`config.mk`:
```
export PLATFORM = sky130hd
export DESIGN_NAME = smv_motion_supervisor
export DESIGN_NICKNAME = d
export VERILOG_FILES = /design/src/logic/smv_motion_supervisor.v /design/src/logic/smv_ms_tick.v
export VERILOG_INCLUDE_DIRS = /design/src /design/src/logic
export SDC_FILE = /design/constraint.sdc
export NUM_CORES = 1
export LEC_CHECK = 0
export BUFFER_PORTS_ARGS = -buffer_cell sky130_fd_sc_hd__buf_2
export CORE_AREA = 2 2 210 212
export CTS_CLUSTER_SIZE = 30
export DETAILED_ROUTE_END_ITERATION = 10
export DIE_AREA = 0 0 212 214
export PLACE_DENSITY = 0.77
export SYNTH_ARGS = -nofsm -noshare
export SYNTH_HDL_FRONTEND = slang
export SYNTH_SLANG_ARGS = --single-unit
```
`constraint.sdc`:
```
create_clock -name sys_clk_i -period 4.3 [get_ports sys_clk_i]
set_clock_uncertainty 0.2 [all_clocks]
set_input_delay 0.215 -clock sys_clk_i [delete_from_list [all_inputs] [get_ports sys_clk_i]]
set_output_delay 0.215 -clock sys_clk_i [all_outputs]
set_load 0.005 [all_outputs]
```
`src/logic/smv_consts.vh`:
```
// smv_consts.vh: register offsets, reset values and timing counts for the
// motion supervision block. assumes a 250 MHz system clock.
`ifndef SMV_CONSTS_VH
`define SMV_CONSTS_VH
// ----------------------------------------
// register offsets
// ----------------------------------------
`define SMV_ADDR_CTRL 8'h00
`define SMV_ADDR_SCURVE 8'h04
`define SMV_ADDR_ROUGH 8'h08
`define SMV_ADDR_LIM_POS 8'h0C
`define SMV_ADDR_LIM_NEG 8'h10
`define SMV_ADDR_AUTO_A 8'h14
`define SMV_ADDR_AUTO_C 8'h18
`define SMV_ADDR_AUTO_D 8'h1C
`define SMV_ADDR_HCLR 8'h20
`define SMV_ADDR_STATUS 8'h24
`define SMV_ADDR_IRQ_STAT 8'h28
`define SMV_ADDR_IRQ_MASK 8'h2C
`define SMV_ADDR_ALM0 8'h30
// ----------------------------------------
// fields and limits
// ----------------------------------------
`define SMV_AUTO_RESET 16'h0000
`define SMV_SON_BIT 2
`define SMV_SCURVE_MAX_MS 16'h03E8
// 250 MHz: cycles per millisecond
`define SMV_CLK_KHZ 250000
`define SMV_MS_CYCLES 250000
`define SMV_ALARM_A37 8'h37
`endif

```
`src/logic/smv_motion_supervisor.v`:
```
// smv_motion_supervisor.v: s-curve smoothing, alarm history, rough match,
// software limits and input auto-on forcing. assumes positions arrive on
// sys_clk_i from logic in the same domain; external pins are synchronised.
// Functional notes
// - s-curve time zero gives a linear ramp both ways
// - s-curve time accepted 0 to 1000 ms, ramp ends rounded
// - positioning complete delayed by the s-curve time
// - history holds current alarm plus five past, oldest shifted out
// - history clear erases, then parameter returns to 0
// - history clear setting acts only after next power cycle
// - rough match when remaining distance within range 0..65535
// - beyond soft limit: stop and servo-lock like stroke end
// - soft limit active from power-on, off during home return
// - soft limit off when positive equals negative setting
// - positive below negative raises parameter error A37
// - auto-on bit 1 forces input, 0 takes network or pin
// - servo-on is weight 4 of lowest digit of selection a
//
// Implementation choices: the address-and-strobe port and the placing of the registers.
`timescale 1ns/1ps
`include "smv_consts.vh"
module smv_motion_supervisor #(
    parameter MS_CYCLES = `SMV_MS_CYCLES,
    parameter POS_W = 32
) (
    input wire sys_clk_i,
    input wire srst_i,
    input wire power_on_i,
    input wire [7:0] reg_addr_i,
    input wire [31:0] reg_wdata_i,
    input wire reg_wr_i,
    input wire reg_rd_i,
    output reg [31:0] reg_rdata_o,
    input wire ctrl_cycle_i,
    input wire signed [POS_W-1:0] cmd_pos_i,
    input wire signed [POS_W-1:0] remain_dist_i,
    input wire in_position_i,
    input wire home_return_i,
    input wire [15:0] speed_target_i,
    input wire alarm_event_i,
    input wire [7:0] alarm_code_i,
    input wire [15:0] net_inputs_i,
    input wire [15:0] pin_inputs_i,
    output reg [15:0] speed_cmd_o,
    output reg positioning_complete_o,
    output reg rough_match_out_o,
    output reg soft_limit_stop_o,
    output reg servo_lock_o,
    output reg parameter_error_alarm_o,
    output reg servo_enable_input_o,
    output reg [15:0] eff_inputs_a_o,
    output reg [15:0] eff_inputs_c_o,
    output reg [15:0] eff_inputs_d_o,
    output reg irq_o
);
    // ----------------------------------------
    // registers
    // ----------------------------------------
    reg [15:0] s_curve_time_param_reg;
    reg [15:0] rough_match_range_param_reg;
    reg signed [POS_W-1:0] lim_pos_reg;
    reg signed [POS_W-1:0] lim_neg_reg;
    reg [15:0] input_auto_on_select_a_reg;
    reg [15:0] input_auto_on_select_c_reg;
    reg [15:0] input_auto_on_select_d_reg;
    reg alarm_history_clear_param_reg;
    reg hclr_pending_reg;
    reg [3:0] irq_stat_reg;
    reg [3:0] irq_mask_reg;
    reg [7:0] hist_reg [0:5];
    reg [15:0] pin_s1_reg;
    reg [15:0] pin_s2_reg;
    reg pwr_s1_reg;
    reg pwr_s2_reg;
    reg pwr_d_reg;
    reg [15:0] settle_cnt_reg;
    reg [15:0] ramp_ms_reg;
    reg [15:0] ramp_base_reg;
    reg rough_d_reg;
    reg stop_d_reg;
    wire ms_tick;
    wire power_rise;
    wire lim_en;
    wire over_lim;
    wire par_err;
    wire rough_hit;
    wire [3:0] ev;
    wire [15:0] abs_rem_lo;
    wire signed [POS_W-1:0] abs_rem;
    wire [2:0] hist_idx;
    integer k;

    smv_ms_tick #(.TICK_CYCLES(MS_CYCLES)) u_tick (
        .sys_clk_i(sys_clk_i),
        .srst_i(srst_i),
        .tick_o(ms_tick)
    );

    // ----------------------------------------
    // pin synchronisers
    // ----------------------------------------
    always @(posedge sys_clk_i) begin
        if (srst_i) begin
            pin_s1_reg <= 16'h0000;
            pin_s2_reg <= 16'h0000;
            pwr_s1_reg <= 1'b0;
            pwr_s2_reg <= 1'b0;
            pwr_d_reg <= 1'b0;
        end else begin
            pin_s1_reg <= pin_inputs_i;
            pin_s2_reg <= pin_s1_reg;
            pwr_s1_reg <= power_on_i;
            pwr_s2_reg <= pwr_s1_reg;
            pwr_d_reg <= pwr_s2_reg;
        end
    end
    // power-on edge taken after the synchroniser, never from the raw pin
    assign power_rise = pwr_s2_reg & ~pwr_d_reg;

    // ----------------------------------------
    // comparisons
    // ----------------------------------------
    // equal limits disable
    assign lim_en = (lim_pos_reg != lim_neg_reg) && !home_return_i;
    assign par_err = lim_pos_reg < lim_neg_reg;
    assign over_lim = lim_en && !par_err &&
        ((cmd_pos_i > lim_pos_reg) || (cmd_pos_i < lim_neg_reg));
    // magnitude, so the rough window works in both travel directions
    assign abs_rem = remain_dist_i[POS_W-1] ? -remain_dist_i : remain_dist_i;
    assign abs_rem_lo = abs_rem[15:0];
    // slot n sits at 0x30 + 4n; the 3-bit sum wraps 0x30 back to slot 0
    assign hist_idx = reg_addr_i[4:2] + 3'h4;
    assign rough_hit = (abs_rem[POS_W-1:16] == 0) &&
        (abs_rem_lo <= rough_match_range_param_reg);
    // condition events are rising edges, so a held condition is counted once; alarm_event_i is taken as it stands
    assign ev = {par_err & ~parameter_error_alarm_o, over_lim & ~stop_d_reg,
        rough_hit & ~rough_d_reg, alarm_event_i};

    // ----------------------------------------
    // register writes and events
    // ----------------------------------------
    always @(posedge sys_clk_i) begin
        if (srst_i) begin
            s_curve_time_param_reg <= 16'h0000;
            rough_match_range_param_reg <= 16'h0000;
            lim_pos_reg <= {POS_W{1'b0}};
            lim_neg_reg <= {POS_W{1'b0}};
            input_auto_on_select_a_reg <= `SMV_AUTO_RESET;
            input_auto_on_select_c_reg <= `SMV_AUTO_RESET;
            input_auto_on_select_d_reg <= `SMV_AUTO_RESET;
            alarm_history_clear_param_reg <= 1'b0;
            hclr_pending_reg <= 1'b0;
            irq_stat_reg <= 4'h0;
            irq_mask_reg <= 4'h0;
            for (k = 0; k < 6; k = k + 1) begin
                hist_reg[k] <= 8'h00;
            end
        end else begin
            if (reg_wr_i) begin
                if (reg_addr_i == `SMV_ADDR_SCURVE) begin
                    if (reg_wdata_i[15:0] > `SMV_SCURVE_MAX_MS) begin
                        s_curve_time_param_reg <= `SMV_SCURVE_MAX_MS;
                    end else begin
                        s_curve_time_param_reg <= reg_wdata_i[15:0];
                    end
                end else if (reg_addr_i == `SMV_ADDR_ROUGH) begin
                    rough_match_range_param_reg <= reg_wdata_i[15:0];
                end else if (reg_addr_i == `SMV_ADDR_LIM_POS) begin
                    lim_pos_reg <= reg_wdata_i[POS_W-1:0];
                end else if (reg_addr_i == `SMV_ADDR_LIM_NEG) begin
                    lim_neg_reg <= reg_wdata_i[POS_W-1:0];
                end else if (reg_addr_i == `SMV_ADDR_AUTO_A) begin
                    input_auto_on_select_a_reg <= reg_wdata_i[15:0];
                end else if (reg_addr_i == `SMV_ADDR_AUTO_C) begin
                    input_auto_on_select_c_reg <= reg_wdata_i[15:0];
                end else if (reg_addr_i == `SMV_ADDR_AUTO_D) begin
                    input_auto_on_select_d_reg <= reg_wdata_i[15:0];
                end else if (reg_addr_i == `SMV_ADDR_HCLR) begin
                    alarm_history_clear_param_reg <= reg_wdata_i[0];
                end else if (reg_addr_i == `SMV_ADDR_IRQ_MASK) begin
                    irq_mask_reg <= reg_wdata_i[3:0];
                end
            end
            // events win over the read clear
            if (reg_rd_i && reg_addr_i == `SMV_ADDR_IRQ_STAT) begin
                irq_stat_reg <= ev;
            end else begin
                irq_stat_reg <= irq_stat_reg | ev;
            end
            if (!pwr_s2_reg && alarm_history_clear_param_reg) begin
                hclr_pending_reg <= 1'b1;
            end
            if (power_rise && hclr_pending_reg) begin
                for (k = 0; k < 6; k = k + 1) begin
                    hist_reg[k] <= 8'h00;
                end
                alarm_history_clear_param_reg <= 1'b0;
                hclr_pending_reg <= 1'b0;
            end else if (alarm_event_i) begin
                hist_reg[0] <= alarm_code_i;
                for (k = 1; k < 6; k = k + 1) begin
                    hist_reg[k] <= hist_reg[k-1];
                end
            end
        end
    end

    // ----------------------------------------
    // s-curve, completion and outputs
    // ----------------------------------------
    always @(posedge sys_clk_i) begin
        if (srst_i) begin
            speed_cmd_o <= 16'h0000;
            ramp_ms_reg <= 16'h0000;
            ramp_base_reg <= 16'h0000;
            settle_cnt_reg <= 16'h0000;
            positioning_complete_o <= 1'b0;
            rough_match_out_o <= 1'b0;
            soft_limit_stop_o <= 1'b0;
            servo_lock_o <= 1'b0;
            parameter_error_alarm_o <= 1'b0;
            rough_d_reg <= 1'b0;
            stop_d_reg <= 1'b0;
            irq_o <= 1'b0;
        end else begin
            if (s_curve_time_param_reg == 16'h0000) begin
                speed_cmd_o <= speed_target_i;
                ramp_ms_reg <= 16'h0000;
                ramp_base_reg <= speed_target_i;
            end else if (ms_tick) begin
                if (ramp_ms_reg >= s_curve_time_param_reg - 16'h0001) begin
                    speed_cmd_o <= speed_target_i;
                    ramp_base_reg <= speed_target_i;
                    ramp_ms_reg <= 16'h0000;
                end else if (speed_target_i != ramp_base_reg) begin
                    ramp_ms_reg <= ramp_ms_reg + 16'h0001;
                    // unsigned difference must not wrap when slowing down
                    if (speed_target_i > speed_cmd_o) begin
                        speed_cmd_o <= speed_cmd_o +
                            ((speed_target_i - speed_cmd_o) >> 2);
                    end else begin
                        speed_cmd_o <= speed_cmd_o -
                            ((speed_cmd_o - speed_target_i) >> 2);
                    end
                end
            end
            // ticks run free, so the wait after in-position is Ts-1 to Ts ms;
            // sharing the one divider saves a counter per timer
            // extra Ts before complete
            if (!in_position_i) begin
                settle_cnt_reg <= 16'h0000;
                positioning_complete_o <= 1'b0;
            end else if (settle_cnt_reg >= s_curve_time_param_reg) begin
                positioning_complete_o <= 1'b1;
            end else if (ms_tick) begin
                settle_cnt_reg <= settle_cnt_reg + 16'h0001;
            end
            if (ctrl_cycle_i) begin
                rough_match_out_o <= rough_hit;
                rough_d_reg <= rough_hit;
                soft_limit_stop_o <= over_lim;
                servo_lock_o <= over_lim;
                stop_d_reg <= over_lim;
            end
            parameter_error_alarm_o <= par_err;
            irq_o <= |(irq_stat_reg & irq_mask_reg);
        end
    end

    // ----------------------------------------
    // auto-on input forcing
    // ----------------------------------------
    always @(posedge sys_clk_i) begin
        if (srst_i) begin
            eff_inputs_a_o <= 16'h0000;
            eff_inputs_c_o <= 16'h0000;
            eff_inputs_d_o <= 16'h0000;
            servo_enable_input_o <= 1'b0;
        end else begin
            eff_inputs_a_o <= input_auto_on_select_a_reg | net_inputs_i | pin_s2_reg;
            eff_inputs_c_o <= input_auto_on_select_c_reg | net_inputs_i | pin_s2_reg;
            eff_inputs_d_o <= input_auto_on_select_d_reg | net_inputs_i | pin_s2_reg;
            servo_enable_input_o <= input_auto_on_select_a_reg[`SMV_SON_BIT] |
                net_inputs_i[`SMV_SON_BIT] | pin_s2_reg[`SMV_SON_BIT];
        end
    end

    // ----------------------------------------
    // read port
    // ----------------------------------------
    always @(posedge sys_clk_i) begin
        if (srst_i) begin
            reg_rdata_o <= 32'h0000_0000;
        end else if (reg_rd_i) begin
            if (reg_addr_i == `SMV_ADDR_SCURVE) begin
                reg_rdata_o <= {16'h0000, s_curve_time_param_reg};
            end else if (reg_addr_i == `SMV_ADDR_ROUGH) begin
                reg_rdata_o <= {16'h0000, rough_match_range_param_reg};
            end else if (reg_addr_i == `SMV_ADDR_LIM_POS) begin
                reg_rdata_o <= lim_pos_reg;
            end else if (reg_addr_i == `SMV_ADDR_LIM_NEG) begin
                reg_rdata_o <= lim_neg_reg;
            end else if (reg_addr_i == `SMV_ADDR_AUTO_A) begin
                reg_rdata_o <= {16'h0000, input_auto_on_select_a_reg};
            end else if (reg_addr_i == `SMV_ADDR_AUTO_C) begin
                reg_rdata_o <= {16'h0000, input_auto_on_select_c_reg};
            end else if (reg_addr_i == `SMV_ADDR_AUTO_D) begin
                reg_rdata_o <= {16'h0000, input_auto_on_select_d_reg};
            end else if (reg_addr_i == `SMV_ADDR_HCLR) begin
                reg_rdata_o <= {31'h0000_0000, alarm_history_clear_param_reg};
            end else if (reg_addr_i == `SMV_ADDR_STATUS) begin
                reg_rdata_o <= {26'h000_0000, lim_en, parameter_error_alarm_o,
                    servo_lock_o, soft_limit_stop_o, rough_match_out_o,
                    positioning_complete_o};
            end else if (reg_addr_i == `SMV_ADDR_IRQ_STAT) begin
                reg_rdata_o <= {28'h000_0000, irq_stat_reg};
            end else if (reg_addr_i == `SMV_ADDR_IRQ_MASK) begin
                reg_rdata_o <= {28'h000_0000, irq_mask_reg};
            end else if (reg_addr_i >= `SMV_ADDR_ALM0 && reg_addr_i <= 8'h44) begin
                reg_rdata_o <= {24'h00_0000, hist_reg[hist_idx]};
            end else begin
                reg_rdata_o <= 32'h0000_0000;
            end
        end else begin
            reg_rdata_o <= 32'h0000_0000;
        end
    end
endmodule // smv_motion_supervisor

```
`src/logic/smv_ms_tick.v`:
```
// smv_ms_tick.v: one-cycle enable pulse every TICK_CYCLES clocks.
// assumes a single free-running clock and synchronous reset.
`timescale 1ns/1ps
module smv_ms_tick #(
    parameter TICK_CYCLES = 250000
) (
    input wire sys_clk_i,
    input wire srst_i,
    output reg tick_o
);
    reg [31:0] cnt_reg;
    always @(posedge sys_clk_i) begin
        if (srst_i) begin
            cnt_reg <= 32'h0000_0000;
            tick_o <= 1'b0;
        end else if (cnt_reg >= TICK_CYCLES - 1) begin
            cnt_reg <= 32'h0000_0000;
            tick_o <= 1'b1;
        end else begin
            cnt_reg <= cnt_reg + 32'h0000_0001;
            tick_o <= 1'b0;
        end
    end
endmodule // smv_ms_tick
```
==> flow_metrics.tcl <==
set metrics [dict create \
    utilization 0.685 \
    layout_common_cells "nand2_1 (366), dfxtp_1 (364), buf_2 (270)" \
    dpl_cell_area_um2 26300 \
    ys.flop_type "dfxtp_1" \
    grt_start_max_net_pins 103 \
    p_leak_nw 12.0 \
    worstReg2RegEnd "speed_cmd_o[10]$_SDFFE_PP0P_" \
    grt_usage 0.316 \
    synth_cell_types 88 \
    synth_area_leaders "dfxtp_1 (32%), ha_1 (11%), edfxtp_1 (6.3%), nand2_1 (6.0%), a21oi_1 (5.4%)" \
    fin_area_um2 29400 \
    clkTransAtPathRegs_ps 60 \
    post-route-min-period_ps 4830 \
    ys_seq_elements 419 \
    drc 0 \
    cp_data_required_time_ps 4560 \
    min_period_over_period 1.12 \
    violations "setup timing" \
    avgSynthCellArea_um2 8.27 \
    synth_top_cell_by_area "dfxtp_1" \
    setup_ws_ps -533 \
    largest_reg_flops 48 \
    clockBufferDepth 3 \
    crit_type "flip-flop to flip-flop" \
    whs_ps 27.5 \
    ff2ff_path_depth 23 \
    htreeDepth 2 \
    die_h_um 214 \
    first_iter_violations 2521 \
    ys_seq_area_frac 0.385 \
    final-hold-violation-count 0 \
    vias 22700 \
    cpPeakStageDelay_ps 400 \
    hp-class "primary input to flip-flop" \
    grt_setup_unrepaired "yes" \
    critPathArrivalTime_ps 5090 \
    area_growth_pct 27.7 \
    cp_slowest_cell "or3_4" \
    antenna_found_initial 12 \
    worst_setup_path_start_kind "flip-flop" \
    die_w_um 212 \
    cts_buffers 45 \
    clock.fmax_mhz 207 \
    cp_cell_sequence "ha_4 > and2b_2 > buf_6 > o2111ai_4 > a21oi_2 > o31ai_2 > nand2b_1 > a21o_1 > or3_4 > o31ai_4 > xnor2_1 > ha_2 > fa_2 > nor2b_2 > o31a_1 > o211ai_1 > o211ai_1 > buf_4 > a211oi_2 > xor2_1 > nor2_1 > a211oi_2 > a211oi_1" \
    gp_congestion 0.979 \
    async_flop_share 0 \
    ant_nets 0 \
    start_util 0.537 \
    grt_pass1_wl_mm 115 \
    holdPathEnd "irq_stat_reg[2]$_SDFF_PP0_" \
    die_area_um2 45400 \
    r2r_start "speed_cmd_o[1]$_SDFFE_PP0P_" \
    ir_worst_vdd_v 0.000300 \
    synth_top_area_frac 0.323 \
    cp-end-kind "flip-flop" \
    p_per_area_nw_per_um2 341 \
    relSlewSlack 0.221 \
    hpwlAfterDp_mm 53.6 \
    maxCapViolCount 0 \
    vias_per_cell 5.78 \
    drive_gt1_frac 0.205 \
    clock-root-buffer "clkbuf_16" \
    pin_count 272 \
    grt-ovfl-total 0 \
    finalSetupViolations 9 \
    num_rows 76 \
    clk_latency_ps 590 \
    outcome "complete, but fails checks" \
    routed_wl_mm 73.4 \
    ys_warn_count 0 \
    layout.nets 3653 \
    path_max_fanout 3 \
    grt_pass1_vias 22200 \
    synthesis.area_um2 23000 \
    worst_pin_slew_ps 1160 \
    first_pass_iters 8 \
    fin_tns_setup_ps -3570 \
    slew_violations 0 \
    routedWlPerCell_um 18.7 \
    synth_cells 2784 \
    core_region_area_um2 42900 \
    cts.sinks 419 \
    r2r_slack_ps -530 \
    io_buffers 271 \
    hold_start "home_return_i" \
    synth_edf_count 48 \
    holdPathStages 6 \
    cts_tree "built" \
    layout_commonest_cell "nand2_1" \
]
==> cell families after synthesis <==
kind of cell,Yosys count,share of synthesized area
AO/OA/AOI/OAI,630,0.175
XOR/XNOR,119,0.0453
adder cells (fa/ha/maj),196,0.107
buffers and inverters,318,0.0530
flip-flops,419,0.385
multiplexers,24,0.0138
other,1,0.000163
AND/OR/NAND/NOR,1077,0.221
==> metal layers <==
layer,GRT usage,share of wire,up-vias
met5,0,0,-
met4,0.133,0.040,0
met3,0.0550,0.067,181
li1,-,-,10800
met1,0.397,0.41,10800
met2,0.533,0.48,884
==> what timing repair did <==
item	4_1_cts	5_1_grt
buffers inserted	15	6
hold buffers	104	0
pin swaps	39	23
hold endpoints to repair	267	0
gates resized for setup	54	33
setup endpoints to repair	11	19
==> final cells by class <==
| class | count | area [um2] |
|---|---|---|
| Timing Repair Buffer | 593 | 4110 |
| Clock buffer | 62 | 1320 |
| Inverter | 169 | 639 |
| Sequential cell | 419 | 8880 |
| Multi-Input combinational cell | 2060 | 13500 |
| Tap cell | 585 | 732 |
| Antenna cell | 11 | 27.5 |
| Fill cell | 3398 | 13500 |
| Clock inverter | 20 | 213 |
==> cell usage after synthesis, types with 25 or more instances <==
cell      count
a211oi_1     34
a21o_1       34
a21oi_1     247
a22oi_1      57
and3_1       58
clkbuf_1    132
dfxtp_1     371
edfxtp_1     48
ha_1        195
inv_1       169
nand2_1     368
nand2b_1     25
nand3_1      90
nand4_1      37
nor2_1      236
nor2b_1      55
nor3_1      108
nor4_1       34
o21ai_0      96
xnor2_1      78
xor2_1       41
==> report_power, final <==
group	leakage (nW)	switching (mW)	internal, mW
registers	3.56	0.0564	4.06
clock network	0.752	1.68	2.34
logic	7.66	0.980	0.910
total	12.0	2.72	7.31
==> how the worst max path moves through the flow <==
| stage | startpoint | end | slack, ps | cells past startpoint |
|---|---|---|---|---|
| 3_3_place_gp | speed_target_i[1] | speed_cmd_o[15]$_SDFFE_PP0P_ | -520 | 24 |
| 5_1_grt | speed_cmd_o[3]$_SDFFE_PP0P_ | speed_cmd_o[10]$_SDFFE_PP0P_ | -750 | 21 |
| 3_5_place_dp | speed_target_i[1] | speed_cmd_o[15]$_SDFFE_PP0P_ | -660 | 22 |
| 2_1_floorplan | speed_cmd_o[1]$_SDFFE_PP0P_ | speed_cmd_o[10]$_SDFFE_PP0P_ | -200 | 22 |
| 6_report | speed_cmd_o[1]$_SDFFE_PP0P_ | speed_cmd_o[10]$_SDFFE_PP0P_ | -530 | 23 |
| 4_1_cts | speed_cmd_o[2]$_SDFFE_PP0P_ | speed_cmd_o[15]$_SDFFE_PP0P_ | -440 | 23 |
==> stage by stage <==
step / worst slack (ps) / total power [mW] / instances
final: -533 / 10.0 / 3919
after CTS: -440 / 9.96 / 3903
after global routing: -747 / 10.4 / 3918
after global placement: -519 / 5.75 / 3702
after detailed placement: -661 / 5.80 / 3702
after floorplan: -200 / 5.12 / 2797
==> worst max-delay path, delay by kind of cell (launching register included) <==
kind | cells | cell delay, ps
compound gates | 11 | 1990
xor+xnor | 2 | 330
fa+ha+maj | 3 | 630
buf+inv | 2 | 320
flops | 1 | 380
simple gates | 5 | 850
(Power assumes the default switching activity.)
